### src/hdl/isf_consts.svh
// offsets, field positions, reset values and codes for the status-flag block
`ifndef ISF_CONSTS_SVH
`define ISF_CONSTS_SVH
`define ISF_OFF_STATUS   12'h008
`define ISF_OFF_MASK     12'h004
`define ISF_OFF_CTRL     12'h024
`define ISF_OFF_VECTOR   12'h028
`define ISF_OFF_TXDATA   12'h020
`define ISF_OFF_RXDATA   12'h018
`define ISF_OFF_OWNADDR  12'h000
`define ISF_BIT_SLVA     9
`define ISF_BIT_GC       8
`define ISF_BIT_STOP     5
`define ISF_BIT_TXR      4
`define ISF_BIT_RXR      3
`define ISF_FLAG_MASK    32'h0000_0338
`define ISF_CTRL_RST     32'h0000_0000
`define ISF_CTRL_RELEASE 5
`define ISF_CTRL_FREEFMT 3
`define ISF_CODE_NONE    3'h0
`define ISF_CODE_RXR     3'h4
`define ISF_CODE_TXR     3'h5
`define ISF_CODE_STOP    3'h6
`define ISF_CODE_SLVA    3'h7
`endif

### src/hdl/isf_pkg.sv
// types shared by the status-flag block
package isf_pkg;
    typedef struct packed {
        logic       addr_match;
        logic       gen_call;
        logic       first_word;
        logic       start_seen;
        logic       rstart_seen;
        logic       stop_seen;
        logic       tx_load;
        logic       rx_load;
        logic [7:0] rx_byte;
    } isf_eng_s;
    typedef struct packed {
        logic       slave_addressed;
        logic       general_call;
        logic       stop_detected;
        logic       tx_ready;
        logic       rx_ready;
    } isf_flags_s;
    typedef enum logic [1:0] {ISF_IDLE, ISF_DATA} isf_phase_e;
endpackage

### src/hdl/isf_flag.sv
// one sticky flag: set wins over clear, reset forces a chosen level
`timescale 1ns/1ps
module isf_flag #(
    parameter logic RST_VAL = 1'b0
) (
    input  wire logic core_clk,
    input  wire logic reset_n,
    input  wire logic mod_rst,
    input  wire logic set_ev,
    input  wire logic clr_ev,
    output logic      flag_ff
);
    always_ff @(posedge core_clk) begin
        if (!reset_n || mod_rst) begin
            flag_ff <= RST_VAL;
        end else if (set_ev) begin
            flag_ff <= 1'b1;
        end else if (clr_ev) begin
            flag_ff <= 1'b0;
        end
    end
endmodule // isf_flag

### src/hdl/isf_status.sv
// status-flag logic of the i2c controller with ahb-lite register slave
`timescale 1ns/1ps
`include "isf_consts.svh"
module isf_status
    import isf_pkg::*;
(
    input  wire logic        core_clk,
    input  wire logic        reset_n,
    input  wire logic        hsel,
    input  wire logic [11:0] haddr,
    input  wire logic [1:0]  htrans,
    input  wire logic        hwrite,
    input  wire logic [2:0]  hsize,
    input  wire logic [31:0] hwdata,
    input  wire logic        hready,
    output logic      [31:0] hrdata,
    output logic             hreadyout,
    output logic             hresp,
    input  wire isf_eng_s    eng,
    output logic             tx_data_valid,
    output logic      [7:0]  tx_byte,
    output logic      [6:0]  own_address,
    output logic             free_format,
    output logic             module_in_reset,
    output logic             tx_ready_request,
    output logic             rx_ready_request,
    output logic             irq
);
    logic [31:0] ctrl_ff;
    logic [31:0] mask_ff;
    logic [6:0]  own_addr_ff;
    logic [7:0]  tx_data_ff;
    logic [7:0]  rx_data_ff;
    logic        txv_ff;
    logic        ph_wr_ff;
    logic        ph_rd_ff;
    logic [11:0] ph_addr_ff;
    logic [31:0] hrdata_ff;
    logic        irq_ff;
    logic        txreq_ff;
    logic        rxreq_ff;
    logic        mrst_ff;
    isf_phase_e  phase_ff;
    isf_flags_s  fl;
    logic        mod_rst;
    logic        addr_ok;
    logic [31:0] status_word;
    logic [2:0]  nxt_code;
    logic [31:0] nxt_rdata;
    logic        w1c;
    logic        vec_rd;
    logic        rx_rd;
    logic        tx_wr;
    logic        slva_set;

    // release bit low holds the engine side except the stop flag in reset
    assign mod_rst = !ctrl_ff[`ISF_CTRL_RELEASE];

    // single-cycle data phase: zero wait states, always okay
    assign addr_ok = hsel && hready && htrans[1];
    always_ff @(posedge core_clk) begin
        if (!reset_n) begin
            ph_wr_ff   <= 1'b0;
            ph_rd_ff   <= 1'b0;
            ph_addr_ff <= 12'h000;
            phase_ff   <= ISF_IDLE;
        end else begin
            ph_wr_ff   <= addr_ok && hwrite;
            ph_rd_ff   <= addr_ok && !hwrite;
            ph_addr_ff <= haddr;
            phase_ff   <= addr_ok ? ISF_DATA : ISF_IDLE;
        end
    end
    assign hreadyout = 1'b1;
    assign hresp     = 1'b0;

    // read side effects happen at the address phase so data is ready
    assign vec_rd = addr_ok && !hwrite && haddr == `ISF_OFF_VECTOR;
    assign rx_rd  = addr_ok && !hwrite && haddr == `ISF_OFF_RXDATA;
    assign w1c    = ph_wr_ff && ph_addr_ff == `ISF_OFF_STATUS;
    assign tx_wr  = ph_wr_ff && ph_addr_ff == `ISF_OFF_TXDATA;

    always_ff @(posedge core_clk) begin
        if (!reset_n) begin
            ctrl_ff     <= `ISF_CTRL_RST;
            mask_ff     <= 32'h0000_0000;
            own_addr_ff <= 7'h00;
            tx_data_ff  <= 8'h00;
        end else if (ph_wr_ff) begin
            case (ph_addr_ff)
                `ISF_OFF_CTRL:    ctrl_ff <= hwdata;
                `ISF_OFF_MASK:    mask_ff <= hwdata & `ISF_FLAG_MASK;
                `ISF_OFF_OWNADDR: own_addr_ff <= hwdata[6:0];
                `ISF_OFF_TXDATA:  tx_data_ff <= hwdata[7:0];
                default:          ;
            endcase
        end
    end

    always_ff @(posedge core_clk) begin
        if (!reset_n || mod_rst) begin
            txv_ff     <= 1'b0;
            rx_data_ff <= 8'h00;
        end else begin
            if (tx_wr) begin
                txv_ff <= 1'b1;
            end else if (eng.tx_load) begin
                txv_ff <= 1'b0;
            end
            if (eng.rx_load) begin
                rx_data_ff <= eng.rx_byte;
            end
        end
    end

    assign slva_set = eng.addr_match || eng.gen_call
                  || (ctrl_ff[`ISF_CTRL_FREEFMT] && eng.first_word);

    isf_flag #(.RST_VAL(1'b0)) u_slva (
        .core_clk (core_clk),
        .reset_n  (reset_n),
        .mod_rst  (mod_rst),
        .set_ev   (slva_set),
        .clr_ev   (eng.rstart_seen || eng.stop_seen),
        .flag_ff  (fl.slave_addressed)
    );
    isf_flag #(.RST_VAL(1'b0)) u_gc (
        .core_clk (core_clk),
        .reset_n  (reset_n),
        .mod_rst  (mod_rst),
        .set_ev   (eng.gen_call),
        .clr_ev   (eng.start_seen || eng.stop_seen),
        .flag_ff  (fl.general_call)
    );
    isf_flag #(.RST_VAL(1'b0)) u_stop (
        .core_clk (core_clk),
        .reset_n  (reset_n),
        .mod_rst  (1'b0),
        .set_ev   (eng.stop_seen),
        .clr_ev   ((vec_rd && nxt_code == `ISF_CODE_STOP)
                   || (w1c && hwdata[`ISF_BIT_STOP])),
        .flag_ff  (fl.stop_detected)
    );
    isf_flag #(.RST_VAL(1'b1)) u_txr (
        .core_clk (core_clk),
        .reset_n  (reset_n),
        .mod_rst  (mod_rst),
        .set_ev   (eng.tx_load),
        .clr_ev   (tx_wr || (w1c && hwdata[`ISF_BIT_TXR])),
        .flag_ff  (fl.tx_ready)
    );
    isf_flag #(.RST_VAL(1'b0)) u_rxr (
        .core_clk (core_clk),
        .reset_n  (reset_n),
        .mod_rst  (mod_rst),
        .set_ev   (eng.rx_load),
        .clr_ev   (rx_rd || (w1c && hwdata[`ISF_BIT_RXR])),
        .flag_ff  (fl.rx_ready)
    );

    always_comb begin
        status_word = 32'h0000_0000;
        status_word[`ISF_BIT_SLVA] = fl.slave_addressed;
        status_word[`ISF_BIT_GC]   = fl.general_call;
        status_word[`ISF_BIT_STOP] = fl.stop_detected;
        status_word[`ISF_BIT_TXR] = fl.tx_ready;
        status_word[`ISF_BIT_RXR] = fl.rx_ready;
    end

    // highest unmasked pending source, stop ranked over data flags
    always_comb begin
        logic [31:0] pend;
        pend = status_word & mask_ff;
        if (pend[`ISF_BIT_SLVA]) begin
            nxt_code = `ISF_CODE_SLVA;
        end else if (pend[`ISF_BIT_STOP]) begin
            nxt_code = `ISF_CODE_STOP;
        end else if (pend[`ISF_BIT_TXR]) begin
            nxt_code = `ISF_CODE_TXR;
        end else if (pend[`ISF_BIT_RXR]) begin
            nxt_code = `ISF_CODE_RXR;
        end else begin
            nxt_code = `ISF_CODE_NONE;
        end
    end

    always_comb begin
        case (haddr)
            `ISF_OFF_STATUS:  nxt_rdata = status_word;
            `ISF_OFF_MASK:    nxt_rdata = mask_ff;
            `ISF_OFF_CTRL:    nxt_rdata = ctrl_ff;
            `ISF_OFF_VECTOR:  nxt_rdata = {29'h0, nxt_code};
            `ISF_OFF_RXDATA:  nxt_rdata = {24'h0, rx_data_ff};
            `ISF_OFF_TXDATA:  nxt_rdata = {24'h0, tx_data_ff};
            `ISF_OFF_OWNADDR: nxt_rdata = {25'h0, own_addr_ff};
            default:          nxt_rdata = 32'h0000_0000;
        endcase
    end

    always_ff @(posedge core_clk) begin
        if (!reset_n) begin
            hrdata_ff <= 32'h0000_0000;
        end else if (addr_ok && !hwrite) begin
            hrdata_ff <= nxt_rdata;
        end
    end
    assign hrdata = hrdata_ff;

    always_ff @(posedge core_clk) begin
        if (!reset_n) begin
            irq_ff   <= 1'b0;
            txreq_ff <= 1'b0;
            rxreq_ff <= 1'b0;
            mrst_ff  <= 1'b1;
        end else begin
            irq_ff   <= |(status_word & mask_ff);
            txreq_ff <= fl.tx_ready;
            rxreq_ff <= fl.rx_ready;
            mrst_ff  <= mod_rst;
        end
    end
    assign irq              = irq_ff;
    assign tx_ready_request = txreq_ff;
    assign rx_ready_request = rxreq_ff;
    assign module_in_reset  = mrst_ff;
    assign tx_data_valid    = txv_ff;
    assign tx_byte          = tx_data_ff;
    assign own_address      = own_addr_ff;
    assign free_format      = ctrl_ff[`ISF_CTRL_FREEFMT];
endmodule // isf_status

### config.mk
export PLATFORM = sky130hd
export DESIGN_NAME = isf_status
export DESIGN_NICKNAME = d
export VERILOG_FILES = /design/src/hdl/isf_pkg.sv /design/src/hdl/isf_flag.sv /design/src/hdl/isf_status.sv
export VERILOG_INCLUDE_DIRS = /design/src /design/src/hdl
export SDC_FILE = /design/constraint.sdc
export NUM_CORES = 1
export LEC_CHECK = 0
export BUFFER_PORTS_ARGS = -buffer_cell sky130_fd_sc_hd__buf_2
export CORE_UTILIZATION = 47
export DETAILED_ROUTE_END_ITERATION = 16
export PLACE_DENSITY_LB_ADDON = 0.3
export SLEW_MARGIN = 20
export SYNTH_ARGS = -nofsm -noshare
export SYNTH_HDL_FRONTEND = slang
export SYNTH_SLANG_ARGS = --single-unit
### constraint.sdc
create_clock -name core_clk -period 1.82 [get_ports core_clk]
set_clock_uncertainty 0.05 [all_clocks]
set_input_delay 0.182 -clock core_clk [delete_from_list [all_inputs] [get_ports core_clk]]
set_output_delay 0.182 -clock core_clk [all_outputs]
set_load 0.03 [all_outputs]
==> results.toml, run 1 <==
[sta]
post-route-period-util = 1.02
hold_ws_ns = 0.0793
finalHoldViolCount = 0
setup_viol = 11
slew_viol_final = 0
max_freq_mhz = 537
fin_ws_ns = -0.0407
max-slew-margin-rel = 0.651
min_period_ns = 1.86
grt_setup_unrepaired = "true"
tightest_slew_ns = 0.523

[floorplanning]
placementRows = 35
dieArea_mm2 = 0.0103
die_h_um = 102
start_util = 0.494
die_w_um = 102
coreArea_mm2 = 0.00942
io_pins = 125

[setup_path]
path_class = "register to register"
worst_ep_required_time_ns = 2.16
critPathTopFamily = "simple AND/OR/NAND/NOR gates"
critPathMaxStageDelay_ns = 0.48
r2r_setup_slack_ns = -0.04
critPathCaptureType = "register"
crit_buf_inv = 1
crit_path_max_fanout = 7
r2r-start = "ph_addr_ff[11]"
crit_path_start_kind = "register"
cp-startpoint = "ph_addr_ff[11]"
critPathArrivalTime_ns = 2.20
slowest_stage = "or4_4"
crit_chain = "nor4_4 -> nand4b_4 -> or4_4 -> buf_8 -> mux2i_1 -> nor2b_1"

[grt]
global_route.usage.total = 0.263
first_global_vias = 4148
grt_max_degree = 82
grt_pass1_wl_mm = 20.4
antenna_found_initial = 0
grt_remaining_overflow = 0

[yosys]
postSynthCellCount = 490
ys_seq_area_frac = 0.495
synth.distinct_cells = 47
syn-cell-area_mm2 = 0.00465
yosys.area.top_type_share = 0.495
yosysTopAreaCell = "dfxtp_1"
syn-num-nets = 560
synth_area_leaders = "dfxtp_1 (49%), mux2i_1 (6.7%), nor2b_1 (6.6%)"
yosys_warnings = 0
yosys_register_bits = 115
synth.avg_cell_area_um2 = 9.50

[status]
status = "complete, but fails checks"
violations = "setup timing"

[placed_design]
placed_cells = 728
dp_slack_ns = -0.144
io_buffers = 118
gp_congestion = 0.964
dpl.hpwl_mm = 8.47

[finish]
multi_input_area_mm2 = 0.00223
layout.nets = 747
drive_above_1_share = 0.274
fin_cells = 819
regArea_mm2 = 0.00230
num_antenna_cells = 0
area_growth_pct = 43.3
fillers = 732

[route]
first_iter_violations = 278
firstDrtPassIters = 5
post-route-drc-count = 0
routed_via_density = 5.17
drtAntennaViolNets = 0
vias = 4238
post_drt_wl_per_cell_um = 15.8
finalWirelength_mm = 13.0

[power_and_ir_drop]
p_total_mw = 5.88
powerDensity_mw_per_mm2 = 882
ir_worst_vdd_mv = 0.595
power_leakage_nw = 2.79

[clock_tree]
root_buffer = "clkbuf_8"
cts-buffers-inserted = 17
cts_tree = "yes"
cts-htree-levels = 4
clkTransAtPathRegs_ns = 0.06
cts_setup_buffers = 0
clock-sinks = 115
insertion_delay_ns = 0.50
clockBufferDepth = 2

[hold_path]
min_path_type = "input pin to register"
min_from = "eng[8]"

[run]
maxCapViolCount = 0
timing repair:
| item | in CTS | in global routing |
|---|---|---|
| endpoints found under the setup margin | 53 | 62 |
| hold buffers | 60 | 0 |
| gates resized for setup | 10 | 6 |
| hold endpoints to repair | 75 | 0 |
| pin swaps | 2 | 1 |
cell usage in the layout (no fill, tap or decap), types with 5 or more instances in the layout:
cell type      instances
a221oi_1               6
clkbuf_16             16
a22oi_1               33
nor2b_1               49
nand3_1                9
a21oi_1                6
buf_4                 17
clkinvlp_4             5
dfxtp_1              113
dlygate4sd3_1         59
mux2i_1               31
nor2_1                21
inv_6                  6
o21ai_0                7
and2_1                17
nand2_1               79
buf_2                118
a21boi_1              31
report_power, final:
part	total [mW]	switching, mW	leakage (nW)	internal, mW
Combinational	0.369	0.159	1.61	0.210
Clock	2.96	1.25	0.250	1.70
Sequential	2.55	0.0170	0.931	2.54
synth_stat cells (all sizes together):
master	n
nand4b	2
o211a	1
o21ai	7
a22oi	33
conb	2
and3	3
and3b	1
o2bb2ai	3
a221o	1
mux2i	31
nor2b	49
nor3	2
nand3	9
a21boi	33
a22o	1
nand2	79
nor3b	2
inv	3
and2b	1
a221oi	6
o221a	1
o211ai	1
o21a	1
mux2	2
nor4b	1
buf	18
o31ai	2
a32o	3
nand4	1
dfxtp	115
nor4	8
clkbuf	15
nor2	21
o22ai	2
or4	3
a2111oi	1
a21oi	6
and2	17
nand2b	2
a211oi	1
state kept, by name (all words and copies together) (netlist names):
register and cells:
u_rxr.flag_ff 1, own_address 7, rx_data_ff 8, rx_ready_request 1
module_in_reset 1, u_slva.flag_ff 1, u_stop.flag_ff 1, tx_byte 8
irq 1, tx_data_valid 1, tx_ready_request 1, ctrl_ff 32
u_gc.flag_ff 1, ph_wr_ff 1, hrdata 32, u_txr.flag_ff 1
ph_addr_ff 12, mask_ff 5
layer usage:
layer	wire, µm	vias up	track usage
met5	0	-	0
met4	211	0	0.103
met3	824	18	0.0594
met2	6220	152	0.428
met1	5720	1983	0.340
li1	-	2085	-
stage by stage:
step	TNS (ns)	area [µm²]	util
final	-0.151	6670	0.708
after global routing	-3.48	6670	0.708
after CTS	-0.0547	6660	0.708
after detailed placement	-3.33	5480	0.582
after global placement	-0.567	5480	0.582
after floorplan	0	4660	-
area by class of cell:
| class | instances | area share |
|---|---|---|
| repair buffers | 201 | 0.214 |
| multi-input cells | 339 | 0.334 |
| well taps | 129 | 0.0242 |
| flip-flops and latches | 115 | 0.346 |
| clock inverters | 15 | 0.0186 |
| clock buffers | 17 | 0.0621 |
| inverters | 3 | 0.00169 |
worst register-to-register path: stages (launching register included):
cell and delay [ns]:
dfxtp_2 0.33, nor4_4 0.32, nand4b_4 0.17, or4_4 0.48, buf_8 0.17, mux2i_1 0.17
nor2b_1 0.06
final timing paths:
kind	to	depth (start not counted)
hold / removal	u_rxr.flag_ff	3
setup / recovery	tx_byte[5]	6
setup reg to reg	tx_byte[5]	6
hold reg to reg	ctrl_ff[18]	2
logic make-up after synthesis:
group | share of synthesized area
mux | 0.0715
flops | 0.495
other cells | 0.00161
simple gates | 0.223
buf+inv | 0.0398
compound gates | 0.169
No activity file was read; power rests on OpenSTA's default activity.
==> run 2, diff against run 1 <==
RECOVER_POWER = 100   (was not set)
REMOVE_ABC_BUFFERS = 1   (was not set)
==> run 2 against run 1 <==
Compared with the run above:
- the run still ends with setup timing left
- die area unchanged
- routed wire length up 9.8%
- combinational power up 5%
- sequential share of layout area down 0.90 points
- highest routed layer unchanged
==> results.toml, run 2 (synthesis gave the netlist of run 1 again) <==
[setup_path]
r2r_setup_slack_ns = -0.02
critPathCaptureType = "register"
r2r-start = "ph_addr_ff[7]"
slowest_stage = "or4_1"
crit_path_start_kind = "register"
path_class = "register to register"
critPathMaxStageDelay_ns = 0.49
cp-startpoint = "ph_addr_ff[7]"
crit_chain = "nor4_4 -> nand4b_4 -> or4_1 -> buf_12 -> nand2_1 -> a21boi_0"
crit_path_max_fanout = 32
critPathArrivalTime_ns = 2.19
worst_ep_required_time_ns = 2.17

[grt]
grt_remaining_overflow = 0
grt_max_degree = 40
first_global_vias = 4581
grt_pass1_wl_mm = 22.1
antenna_found_initial = 0
global_route.usage.total = 0.283

[sta]
tightest_slew_ns = 0.643
slew_viol_final = 0
grt_setup_unrepaired = "true"
setup_viol = 20
max-slew-margin-rel = 0.571
post-route-period-util = 1.01
max_freq_mhz = 542
min_period_ns = 1.84
fin_ws_ns = -0.0249
finalHoldViolCount = 0

[floorplanning]
coreArea_mm2 = 0.00942
start_util = 0.494
die_h_um = 102
io_pins = 125
die_w_um = 102
placementRows = 35
dieArea_mm2 = 0.0103

[clock_tree]
root_buffer = "clkbuf_8"
cts_tree = "yes"
clock-sinks = 115
cts-buffers-inserted = 17
clockBufferDepth = 2
insertion_delay_ns = 0.52
clkTransAtPathRegs_ns = 0.06
cts-htree-levels = 4

[placed_design]
gp_congestion = 0.901
placed_cells = 734
io_buffers = 118
dpl.hpwl_mm = 8.29

[finish]
num_antenna_cells = 0
final_cell_mix = "dfxtp_1 (113), nand2_1 (76), buf_2 (63)"
fin_util = 0.727
area_growth_pct = 47.2
fin_cells = 834
drive_above_1_share = 0.217
layout.nets = 762
layout_commonest_cell = "dfxtp_1"

[hold_path]
min_path_type = "input pin to register"
min_from = "eng[8]"

[power_and_ir_drop]
powerDensity_mw_per_mm2 = 922
power_frac_comb = 0.061
swShare = 0.226
p_clk_frac = 0.534
p_total_mw = 6.31
power_leakage_nw = 2.67
cell_internal_pwr_mw = 4.88
pwr-share-seq = 0.404
ir_worst_vdd_mv = 0.729
switching_power_mw = 1.43

[route]
post-route-drc-count = 0
drtAntennaViolNets = 0
finalWirelength_mm = 14.3
first_iter_violations = 238
vias = 4425
firstDrtPassIters = 6
routed_via_density = 5.31
post_drt_wl_per_cell_um = 17.1

[status]
violations = "setup timing"
status = "complete, but fails checks"

[run]
maxCapViolCount = 0
## run 2: final timing paths
| kind | cells past startpoint | endpoint |
|---|---|---|
| max reg2reg | 6 | ctrl_ff[0] |
| min reg2reg | 2 | ctrl_ff[26] |
| min | 3 | rx_data_ff[5] |
| max | 6 | ctrl_ff[0] |
## run 2: per-stage QoR
stage	area [µm²]	setup slack, ns	hold slack (ns)	TNS [ns]
after global routing	6850	-0.111	0.107	-3.63
after CTS	6790	-0.0340	0.0733	-0.122
after floorplan	4480	-0.762	0.231	-27.43
after global placement	5500	-0.0595	0.330	-1.14
final	6850	-0.0249	0.0968	-0.217
after detailed placement	5500	-0.175	0.363	-4.91
## run 2: what timing repair did
action / in CTS / in global routing
hold buffers: 62 / 0
cloned: 0 / 3
setup endpoints to repair: 49 / 84
resized for setup: 12 / 15
hold endpoints to repair: 80 / 0
buffers inserted: 0 / 3
pin swaps: 2 / 1
## run 2: power groups by stage
stage / Sequential (mW) / Clock (mW) / Combinational, mW
global route: 2.55 / 3.53 / 0.414
finish: 2.55 / 3.37 / 0.386
global placement: 2.60 / 0 / 0.256
detailed placement: 2.60 / 0 / 0.261
floorplan: 2.60 / 0 / 0.0934
CTS: 2.55 / 3.41 / 0.370
## run 2: metal layers
layer	wire [µm]	global-route usage	share of wire	vias to the layer above
met2	7180	0.483	0.50	163
li1	-	-	-	2117
met5	0	0	0	-
met4	388	0.152	0.027	0
met1	5900	0.319	0.41	2110
met3	791	0.0814	0.056	35
## run 2: worst max-delay path, delay by kind of cell, from the launching register on
kind	cells	cell delay, ns
and+or+nand+nor	4	1.06
DFF	1	0.33
AOI/OAI and AO/OA	1	0.07
buffers and inverters	1	0.20
## run 2: final cells by class
| type | instances | area [µm²] |
|---|---|---|
| well taps | 129 | 161 |
| flip-flops and latches | 115 | 2300 |
| multi-input cells | 339 | 2260 |
| inverters | 3 | 11.3 |
| repair buffers | 216 | 1500 |
| clock buffers | 18 | 428 |
| clock inverters | 14 | 179 |
| fillers | 683 | 2570 |
==> run 3, diff against run 2 <==
SKIP_CTS_REPAIR_TIMING = 1   (was not set)
==> run 3 against run 2 <==
Compared with the run above:
- first-iteration DRC count rose by 22%
- worst hold slack got worse by 0.018 ns
- routed wire length fell by 1.2%
- count of clock-buffer cells in the layout did not move
- sequential share of layout area rose by 0.39 points
- design area fell by 1.1%
- die area did not move
- critical endpoint is now ctrl_ff[10]
- critical path depth did not move
- worst setup slack got worse by 0.0079 ns
- the run still ends with setup timing left
- clock power barely moved
==> results.toml, run 3 (synthesis gave the netlist of run 1 again) <==
[status]
status = "complete, but fails checks"
violations = "setup timing"

[floorplanning]
die_w_um = 102
die_h_um = 102
io_pins = 125
start_util = 0.494
dieArea_mm2 = 0.0103
placementRows = 35
coreArea_mm2 = 0.00942

[clock_tree]
insertion_delay_ns = 0.52
cts-htree-levels = 4
clockBufferDepth = 2
root_buffer = "clkbuf_8"
cts-buffers-inserted = 17
clkTransAtPathRegs_ns = 0.06
cts_tree = "yes"
clock-sinks = 115

[grt]
antenna_found_initial = 0
grt_max_degree = 40
global_route.usage.total = 0.253
first_global_vias = 4084
grt_remaining_overflow = 0
grt_pass1_wl_mm = 19.8

[sta]
grt_setup_unrepaired = "true"
min_period_ns = 1.85
tightest_slew_ns = 0.629
setup_viol = 34
finalHoldViolCount = 0
max_freq_mhz = 540
slew_viol_final = 0
post-route-period-util = 1.02
fin_ws_ns = -0.0328
max-slew-margin-rel = 0.580

[placed_design]
dpl.hpwl_mm = 8.29
dp_slack_ns = -0.175
gp_congestion = 0.901
io_buffers = 118

[route]
post-route-drc-count = 0
post_drt_wl_per_cell_um = 16.9
drtAntennaViolNets = 0
first_iter_violations = 291
firstDrtPassIters = 5
finalWirelength_mm = 14.1
routed_via_density = 5.40
vias = 4495

[setup_path]
crit_path_max_fanout = 32
worst_ep_required_time_ns = 2.17
critPathCaptureType = "register"
path_class = "register to register"
r2r_cells = 6
crit_path_start_kind = "register"
critPathArrivalTime_ns = 2.20

[finish]
drive_above_1_share = 0.206
layout_commonest_cell = "dfxtp_1"
num_antenna_cells = 0
fillers = 702
layout.nets = 761
fin_util = 0.719
final_cell_mix = "dfxtp_1 (113), nand2_1 (79), buf_2 (65)"
area_growth_pct = 45.5

[hold_path]
hold_depth = 4
min_path_type = "input pin to register"

[power_and_ir_drop]
power_leakage_nw = 2.65
ir_worst_vdd_mv = 0.726
powerDensity_mw_per_mm2 = 930

[run]
maxCapViolCount = 0
-- run 3: cell count changes in the layout (fill, tap and decap cells not counted), moves of 2 or more --
cell     previous run  this run
buf_6               8         4
nand2_1            76        79
nand2_2             3         0
buf_2              63        65
buf_4              20        22
nor4_1              2         4
-- run 3: worst paths after layout --
path / endpoint / slack (ns) / startpoint
worst max register to register: ctrl_ff[10] / -0.03 / ph_addr_ff[6]
worst max-delay path: ctrl_ff[10] / -0.03 / ph_addr_ff[6]
worst min register to register: ctrl_ff[12] / 0.40 / ctrl_ff[12]
worst min-delay path: hrdata[0] / 0.08 / hwrite
-- run 3: area by class of cell --
| class | count | area, µm² | share of cell area |
|---|---|---|---|
| clock buffer | 18 | 428 | 0.0632 |
| clock inverter | 14 | 179 | 0.0264 |
| inverter | 3 | 11.3 | 0.00166 |
| multi-input combinational | 339 | 2210 | 0.327 |
| sequential | 115 | 2300 | 0.340 |
| tap | 129 | 161 | 0.0238 |
| timing repair buffer | 215 | 1470 | 0.218 |
-- run 3: power by group --
group | switching, mW | internal (mW) | total, mW
logic | 0.168 | 0.211 | 0.378
registers | 0.0152 | 2.54 | 2.55
clock network | 1.23 | 2.13 | 3.36
-- run 3: metal layers --
layer | routed length [µm] | global-route usage
met2 | 6820 | 0.406
met4 | 487 | 0.127
met1 | 5770 | 0.307
met3 | 1000 | 0.0766
met5 | 0 | 0
-- run 3: through the flow --
step / hold slack (ns) / cell area [µm²] / total power, mW / instances / setup TNS [ns]
after floorplan: 0.231 / 4480 / 2.70 / 457 / -27.43
after global placement: 0.330 / 5500 / 2.85 / 734 / -1.14
after detailed placement: 0.363 / 5500 / 2.86 / 734 / -4.91
after CTS: -0.183 / 6110 / 6.21 / 766 / -3.96
after global routing: 0.0911 / 6770 / 6.49 / 833 / -4.30
final: 0.0784 / 6770 / 6.30 / 833 / -0.403
-- run 3: critical path: stages, from the launching register on --
cell and delay (ns):
dfxtp_2 0.32, nor4_4 0.33, nand4b_4 0.17, or4_1 0.48, buf_12 0.21, nand2_1 0.09
a21boi_1 0.07
